## src/verilog/ipc_pkg.sv

```systemverilog
package ipc_pkg;
    localparam int          IPC_NUM_POINTS     = 8;
    localparam int          IPC_CLK_HZ         = 10_000_000;
    localparam int          IPC_TICK_US        = 1000;
    localparam int          IPC_TICK_CYCLES    = IPC_CLK_HZ / 1_000_000 * IPC_TICK_US;
    localparam int          IPC_PULSE_MIN_US   = 200;
    localparam int          IPC_PULSE_MIN_CYC  = IPC_CLK_HZ / 1_000_000 * IPC_PULSE_MIN_US;
    localparam int          IPC_DELAY_W        = 4;
    localparam logic [3:0]  IPC_DELAY_MAX_MS   = 4'hF;
    localparam logic [3:0]  IPC_DELAY_RESET_MS = 4'h8;
    localparam logic [7:0]  IPC_CATCH_RESET    = 8'h00;
    localparam logic [7:0]  IPC_IMAGE_RESET    = 8'h00;
    localparam logic [1:0]  IPC_ADDR_DELAY     = 2'h0;
    localparam logic [1:0]  IPC_ADDR_CATCH_EN  = 2'h1;
    localparam logic [1:0]  IPC_ADDR_IMAGE     = 2'h2;
    localparam logic [1:0]  IPC_ADDR_PENDING   = 2'h3;
endpackage

```

## src/verilog/ipc_input_capture.sv

```systemverilog
`timescale 1ns/1ps
`default_nettype none
// Overview of operation
// - Eight base points may be pulse-catch designated
// - Pulses of 0.2 ms on designated points are never missed
// - Pulse in a scan is latched
// - Next scan sets image bit on
// - Following scan returns image bit off
// - Undesignated points act as plain scanned inputs
// - Filter delay selectable zero to fifteen ms
// - On undesignated points, changes shorter than delay less one ms never reach image
// - Delay adjusts in one millisecond steps
// - Default filter delay is eight ms
// - One delay setting shared by all inputs
module ipc_input_capture (
    input  wire logic        clk,
    input  wire logic        reset,
    input  wire logic [7:0]  field_in,
    input  wire logic        scan_start,
    input  wire logic [1:0]  addr,
    input  wire logic [7:0]  wdata,
    input  wire logic        wr,
    input  wire logic        rd,
    output logic      [7:0]  rdata,
    output logic      [7:0]  input_image,
    output logic      [7:0]  filtered_level
);
    logic [3:0]  delay_reg;
    logic [3:0]  delay_next;
    logic [7:0]  catch_en_reg;
    logic [7:0]  catch_en_next;
    logic [13:0] tick_cnt_reg;
    logic        tick;
    logic [7:0]  latch_reg;
    logic [7:0]  shown_reg;
    logic [7:0]  image_reg;
    logic [7:0]  image_next;
    logic [7:0]  rdata_reg;
    logic [7:0]  rdata_next;
    logic [7:0]  filt_reg;
    logic [7:0]  raw_rise;
    logic [7:0]  raw_prev_reg;
    logic        wr_delay;
    logic        wr_catch;
    logic [17:0] min_diff_cyc;

    // Register port decode
    assign wr_delay = wr && (addr == ipc_pkg::IPC_ADDR_DELAY);
    assign wr_catch = wr && (addr == ipc_pkg::IPC_ADDR_CATCH_EN);
    assign delay_next = wr_delay ? wdata[3:0] : delay_reg;
    assign catch_en_next = wr_catch ? wdata : catch_en_reg;
    assign rdata_next = (addr == ipc_pkg::IPC_ADDR_DELAY)    ? {4'h0, delay_reg} :
                        (addr == ipc_pkg::IPC_ADDR_CATCH_EN) ? catch_en_reg :
                        (addr == ipc_pkg::IPC_ADDR_IMAGE)    ? image_reg :
                        latch_reg;

    always_ff @(posedge clk) begin
        if (reset) begin
            delay_reg    <= ipc_pkg::IPC_DELAY_RESET_MS;
            catch_en_reg <= ipc_pkg::IPC_CATCH_RESET;
            rdata_reg    <= 8'h00;
        end else begin
            delay_reg    <= delay_next;
            catch_en_reg <= catch_en_next;
            rdata_reg    <= rd ? rdata_next : 8'h00;
        end
    end
    assign rdata = rdata_reg;

    // Millisecond tick from the 10 MHz clock
    assign tick = (tick_cnt_reg == 14'(ipc_pkg::IPC_TICK_CYCLES - 1));
    always_ff @(posedge clk) begin
        if (reset || tick) begin
            tick_cnt_reg <= 14'h0000;
        end else begin
            tick_cnt_reg <= tick_cnt_reg + 14'h0001;
        end
    end

    // Per-point filter and pulse catch
    genvar i;
    generate
        for (i = 0; i < ipc_pkg::IPC_NUM_POINTS; i = i + 1) begin : g_pt
            logic [3:0] stable_ms_reg;
            // A match restarts the count, so both edges see the same delay
            always_ff @(posedge clk) begin
                if (reset) begin
                    stable_ms_reg <= 4'h0;
                    filt_reg[i]   <= 1'b0;
                end else if (field_in[i] == filt_reg[i]) begin
                    stable_ms_reg <= 4'h0;
                end else if (delay_reg == 4'h0) begin
                    filt_reg[i]   <= field_in[i];
                end else if (tick) begin
                    if (stable_ms_reg + 4'h1 >= delay_reg) begin
                        filt_reg[i]   <= field_in[i];
                        stable_ms_reg <= 4'h0;
                    end else begin
                        stable_ms_reg <= stable_ms_reg + 4'h1;
                    end
                end
            end
            // Catch raw edge every clock, far finer than 0.2 ms
            assign raw_rise[i] = field_in[i] & ~raw_prev_reg[i];
            always_ff @(posedge clk) begin
                if (reset) begin
                    raw_prev_reg[i] <= 1'b0;
                    latch_reg[i]    <= 1'b0;
                    shown_reg[i]    <= 1'b0;
                end else begin
                    raw_prev_reg[i] <= field_in[i];
                    if (raw_rise[i] && catch_en_reg[i]) begin
                        latch_reg[i] <= 1'b1;
                    end else if (scan_start && latch_reg[i] && !shown_reg[i]) begin
                        latch_reg[i] <= 1'b0;
                    end
                    if (scan_start) begin
                        shown_reg[i] <= latch_reg[i] && !shown_reg[i] && catch_en_reg[i];
                    end
                end
            end
            // Set wins over clear: a pulse in the clearing cycle stays latched
            assign image_next[i] = !catch_en_reg[i] ? filt_reg[i] :
                                   (latch_reg[i] && !shown_reg[i]);

            logic [17:0] diff_cyc_reg;
            logic        filt_prev_reg;
            // Cycles away from the filtered level, kept apart from the tick logic
            always_ff @(posedge clk) begin
                if (reset) begin
                    diff_cyc_reg  <= 18'h00000;
                    filt_prev_reg <= 1'b0;
                end else begin
                    filt_prev_reg <= filt_reg[i];
                    if (field_in[i] == filt_reg[i] || filt_reg[i] != filt_prev_reg) begin
                        diff_cyc_reg <= 18'h00000;
                    end else if (diff_cyc_reg != 18'h3FFFF) begin
                        diff_cyc_reg <= diff_cyc_reg + 18'h00001;
                    end
                end
            end

        end
    endgenerate

    always_ff @(posedge clk) begin
        if (reset) begin
            image_reg <= ipc_pkg::IPC_IMAGE_RESET;
        end else if (scan_start) begin
            image_reg <= image_next;
        end
    end
    assign input_image    = image_reg;
    assign filtered_level = filt_reg;

    // One ms of slack for the partial first tick
    assign min_diff_cyc = (delay_reg == 4'h0) ? 18'h00000 :
                          18'((32'(delay_reg) - 32'h00000001) * ipc_pkg::IPC_TICK_CYCLES);
endmodule
`default_nettype wire

```

## config.mk

```make
export PLATFORM = sky130hd
export DESIGN_NAME = ipc_input_capture
export DESIGN_NICKNAME = d
export VERILOG_FILES = /design/src/verilog/ipc_pkg.sv /design/src/verilog/ipc_input_capture.sv
export SDC_FILE = /design/constraint.sdc
export NUM_CORES = 1
export LEC_CHECK = 0
export BUFFER_PORTS_ARGS = -buffer_cell sky130_fd_sc_hd__buf_4
export CELL_PAD_IN_SITES_DETAIL_PLACEMENT = 1
export CELL_PAD_IN_SITES_GLOBAL_PLACEMENT = 1
export CORE_ASPECT_RATIO = 0.75
export CORE_MARGIN = 2
export CORE_UTILIZATION = 25
export CTS_CLUSTER_SIZE = 14
export DETAILED_ROUTE_END_ITERATION = 16
export GPL_ROUTABILITY_DRIVEN = 0
export PLACE_DENSITY = 0.5
export SLEW_MARGIN = 10
export SYNTH_ARGS = -nofsm -noshare
export SYNTH_HDL_FRONTEND = slang
export SYNTH_SLANG_ARGS = --single-unit
```

## constraint.sdc

```tcl
create_clock -name clk -period 2.13 [get_ports clk]
set_input_delay 0.426 -clock clk [delete_from_list [all_inputs] [get_ports clk]]
set_output_delay 0.426 -clock clk [all_outputs]
set_load 0.02 [all_outputs]
```

Yosys cells after proc, flatten, opt, wreduce, memory -nomap -nowiden
Index checks and enable logic that the tools add are counted.
{"block": "totals", "latchBits": 0, "word_cells": 248, "romBits": 0, "register_bits": 106, "n_memories": 0, "input_bits": 23, "mem_bits_rw": 0, "out_inout_bits": 24}
{"block": "classes", "magnitude_cmp": 8, "n_shift": 0, "reduce_logical": 89, "n_mux": 59, "add_sub_neg": 9, "bitwise_logic": 26, "n_mul": 0, "n_eq_ne": 11, "n_div": 0}
{"operator": "two-way mux 1 bit", "count": 48}
{"operator": "logical AND 1 bit", "count": 42}
{"operator": "two-way mux 4 bit", "count": 9}
{"operator": "nonzero test 2 bit", "count": 17}
{"operator": "adder 4 x 1 -> 4 bit (second input constant)", "count": 8}
{"operator": "greater-or-equal comparator 4 bit", "count": 8}
{"operator": "AND reduction 3 bit", "count": 8}
{"operator": "inverter 1 bit", "count": 18}
{"operator": "OR reduction 2 bit", "count": 9}
{"operator": "two-way mux 8 bit", "count": 2}
{"operator": "adder 14 x 1 -> 14 bit (second input constant)", "count": 1}
{"operator": "== test 14 bit (second input constant)", "count": 1}
{"operator": "AND 1 bit", "count": 8}
{"operator": "== test 1 bit", "count": 8}
{"operator": "zero test 1 bit", "count": 8}
{"operator": "zero test 4 bit", "count": 1}
{"operator": "OR reduction 3 bit", "count": 1}
{"operator": "== test 2 x 1 -> 1 bit (second input constant)", "count": 1}
{"operator": "== test 2 bit (second input constant)", "count": 1}
{"operator": "zero test 2 bit", "count": 1}
{"operator": "AND reduction 2 bit", "count": 1}
{"operator": "logical OR 1 bit", "count": 1}

Logic depth before layout (Yosys ltp)
{"block": "depth", "depth_word": 5, "ltp_mapped": 8, "depth_no_buf": 8}

Worst setup path before layout
No wires, ideal clock.
{"block": "synth_timing", "path_kind": "register to register", "start": "register g_pt[2].stable_ms_reg[0]", "end": "register filt_reg[2] (netlist: filtered_level[2])", "arrival_time_ns": 1.895, "setup_time_ns": 0.123, "path_slack_ns": 0.112, "period_less_slack_ns": 2.018, "n_path_buf": 0, "stages_incl_launch_ff": 9, "required_time_ns": 2.007, "path_cell_list": "dfxtp_1 -> ha_1 -> xor2_1 -> ha_1 -> or2_2 -> a21oi_1 -> a21oi_1 -> a21oi_1 -> mux2_1"}
{"block": "synth_via", "elab_chain_len": 4}
{"item": "start, declared", "line_no": "ipc_input_capture.sv:84", "rtl": "logic [3:0] stable_ms_reg;"}
{"item": "start signal, assigned", "line_no": "ipc_input_capture.sv:99", "rtl": "stable_ms_reg <= stable_ms_reg + 4'h1;"}
{"item": "adder 4 x 1 -> 4 bit", "line_no": "ipc_input_capture.sv:95", "rtl": "if (stable_ms_reg + 4'h1 >= delay_reg) begin"}
{"item": "greater-or-equal comparator 4 bit", "line_no": "ipc_input_capture.sv:95"}
{"item": "nonzero test 2 bit (no line)"}
{"item": "AND reduction 3 bit (no line)"}
{"item": "end signal, assigned by index", "line_no": "ipc_input_capture.sv:93", "rtl": "filt_reg[i] <= field_in[i];"}
{"item": "end signal, assigned by index", "line_no": "ipc_input_capture.sv:96", "rtl": "filt_reg[i] <= field_in[i];"}
{"item": "end, declared", "line_no": "ipc_input_capture.sv:40", "rtl": "logic [7:0] filt_reg;"}
Every way passes these cells.
A chain may end at the register's enable or synchronous reset.

Worst setup path after layout
{"block": "layout_timing", "start": "register g_pt[6].stable_ms_reg[1]", "end": "register filt_reg[6] (netlist: filtered_level[6])"}
{"block": "layout_via", "elab_chain_len": 4}
{"item": "start, declared", "line_no": "ipc_input_capture.sv:84"}
{"item": "start signal, assigned", "line_no": "ipc_input_capture.sv:99"}
{"item": "adder 4 x 1 -> 4 bit", "line_no": "ipc_input_capture.sv:95"}
{"item": "greater-or-equal comparator 4 bit", "line_no": "ipc_input_capture.sv:95"}
{"item": "nonzero test 2 bit (no line)"}
{"item": "AND reduction 3 bit (no line)"}
Every way passes these cells.

==> out/summary.txt <==
Outcome = finished, final reports clean
Ys flop type = dfxtp_1
Min-delay worst type = in2reg
Hold WS = 294 ps
Grt met3 use = 2.69%
DP HPWL = 11.5 mm
Fin crit period = 2070 ps
Layout area overhead = 28.8%
Worst reg-to-reg path cell count = 8
Share of cells above drive strength 1 = 23.9%
Number of H-tree levels = 3
Placed Cells = 973
Die Height = 131 µm
Final-report max-slew violation count = 0
Leading area contributor after synthesis = dfxtp_1
IO Count = 47
Nets = 762
Area after DPL = 0.00638 mm²
GR Util All Layers = 14.4%
Clock Tree Buf Depth = 2
CTS root buffer = clkbuf_16
Fmax = 483 MHz
P_leak = 2.77 nW
Met1 GRT Util = 19.2%
CP Data Required Time = 2380 ps
Post-synth cell types = 45
Number of synthesized flops with an enable pin = 0
CTS Hold Bufs = 0
R2r setup slk = 60 ps
Sequential fraction of the synthesis area = 39.6%
Vias = 4622
Mapped Area = 0.00536 mm²
RR Endpoint = filtered_level[6]
Tcrit/Tclk final = 97.1%
Tot Pwr = 4.10 mW
Worst EP arrival = 2320 ps
Post-route cell area = 0.00690 mm²
Total congestion overflow = 0
Slowest cell on the critical path = dfxtp_4
CP most frequent cell = a21oi_2
VDD IR max = 318 µV
Layout Skew = 10.4 ps
Diode count = 0
Area contributors post-synth = dfxtp_1 (40%), ha_1 (9.6%), a21oi_1 (5.1%)
Die W = 173 µm
Setup Crit Path Kind = reg2reg
Fillers = 2483
Setup ws final = 61.5 ps
RSZ-0062 raised after global routing = true
Worst slew pin tran = 467 ps
Async SR Flop Fraction = 0%
CP Launch Type = register
DR DRC count = 0
Post-place setup slack = -132 ps
GRT Max-Usage Layer = met2
Core area = 0.0211 mm²
Final hold vios = 0
Most common cell in the netlist = dfxtp_1
Rows = 46
First-pass GRT wire length = 25.9 mm
DR iter-0 viols = 150
Largest net degree at the start of global routing = 35
Critical path's largest stage delay = 360 ps
Cells after Synth = 615
First drt pass iteration count = 4
Post-synth top cells = dfxtp_1 (106), nor2_1 (66), a21oi_1 (55), nand2_1 (43), ha_1 (41)
FF+latch area = 0.00214 mm²
Worst Setup SP = g_pt[6].stable_ms_reg[1]
Initial antenna violation count = 0
GRT met2 Usage = 24.1%
ANT nets after route = 0
Max FFs per register = 32
Synthesized area per cell = 8.72 µm²
CP cell instances = ha_4 > xor2_2 > ha_1 > or2_2 > a21oi_2 > a21oi_2 > a21oi_2 > mux2_4
CTS tree = built
Yosys warning count = 0
IO Port Bufs = 46
CTS Buf Count = 9
Synth top area share = 39.6%
Setup TNS = 0 ps
CTS sink count = 106
Multi-input gate area = 0.00317 mm²
Worst setup EP type = register
Final wirelength = 15.7 mm
Yosys reg bits = 106
Vias/cell = 4.66
Post-DR wirelength/cell = 15.8 µm
Net Count, Synth = 679
Setup violators final = 0
Clk_lat worst skew = 360 ps
Clk slew on worst S/H paths = 80 ps
Initial Util = 25.4%
Slew headroom = 68.8%
Fin util = 32.8%
Vias in the first global route = 4925
Die area = 0.0226 mm²
Reg2reg start = g_pt[6].stable_ms_reg[1]
Setup crit end = filtered_level[6]
Power density over the cells = 594 mW/mm²
Fin cells = 991
Max_cap viols = 0
Crit path max fanout = 6
[repair_timing]
action,in CTS,in global routing
resized for setup,11,38
setup buffers,0,1
pin swaps,3,7
gates cloned,1,0
setup endpoints to repair,17,30
[placed cells by master, fill, tap and decap left out, types with 3 or more instances in the layout]
master / n
a211o_1: 3
a211oi_2: 5
a21oi_1: 47
a21oi_2: 8
a22oi_1: 4
a32o_1: 5
and3_1: 3
buf_12: 5
buf_4: 89
clkbuf_16: 9
dfxtp_1: 97
dfxtp_2: 7
ha_1: 34
ha_2: 5
inv_1: 39
mux2_1: 7
mux2_2: 4
mux2i_1: 8
mux4_2: 4
nand2_1: 43
nand2b_1: 10
nand3_1: 26
nand3b_1: 15
nor2_1: 66
nor2b_1: 15
nor3_1: 8
nor3_2: 6
nor4_1: 8
o21ai_0: 29
o22ai_1: 7
or3_1: 14
xnor2_1: 11
xnor2_2: 3
xor2_1: 20
[power breakdown]
group / internal [mW] / total [mW] / leakage [nW] / switching [mW]
Sequential: 2.02 / 2.05 / 0.865 / 0.0296
Clock: 0.825 / 1.67 / 0.141 / 0.843
Combinational: 0.167 / 0.384 / 1.77 / 0.217
Total: 3.01 / 4.10 / 2.77 / 1.09
[cells by family (layout without fill, tap and decap cells)]
kind of cell    after synthesis  count (layout)  share of synthesized area (%)
xor+xnor                     36              36                           5.88
mux                          24              24                           5.70
fa+ha+maj                    41              41                           9.57
buf+inv                      62             150                           4.67
compound gates              115             115                           12.3
flops                       106             106                           39.6
simple gates                231             231                           22.3
[layer usage]
layer | vias up | share of wire (%)
li1 | 2301 | -
met1 | 2262 | 50
met2 | 45 | 46
met3 | 14 | 2.6
met4 | 0 | 1.2
met5 | - | 0
[cell type report]
class	count	share of cell area (%)
inverters	39	2.12
clock buffers	10	3.32
flip-flops and latches	106	31.0
well taps	288	5.22
clock inverters	6	0.834
repair buffers	95	11.6
multi-input cells	447	45.9
[worst max-delay path, delay by kind of cell, from the launching register on]
kind                       cells  cell delay [ps]
adders and majority gates      2              430
DFF                            1              360
muxes                          1              310
AOI/OAI and AO/OA              3              440
xor gates and xnor gates       1              140
and+or+nand+nor                1              290
[worst min path at each step]
| stage | from | to | slack, ps | depth (start not counted) |
|---|---|---|---|---|
| final | wdata[3] | delay_reg[3] | 290 | 2 |
| after global routing | wdata[3] | delay_reg[3] | 280 | 2 |
| after CTS | wdata[3] | delay_reg[3] | 280 | 2 |
| after detailed placement | tick_cnt_reg[0] | tick_cnt_reg[0] | 450 | 1 |
| after global placement | tick_cnt_reg[0] | tick_cnt_reg[0] | 420 | 1 |
| after floorplan | tick_cnt_reg[0] | tick_cnt_reg[0] | 410 | 1 |
(Power assumes the default switching activity.)
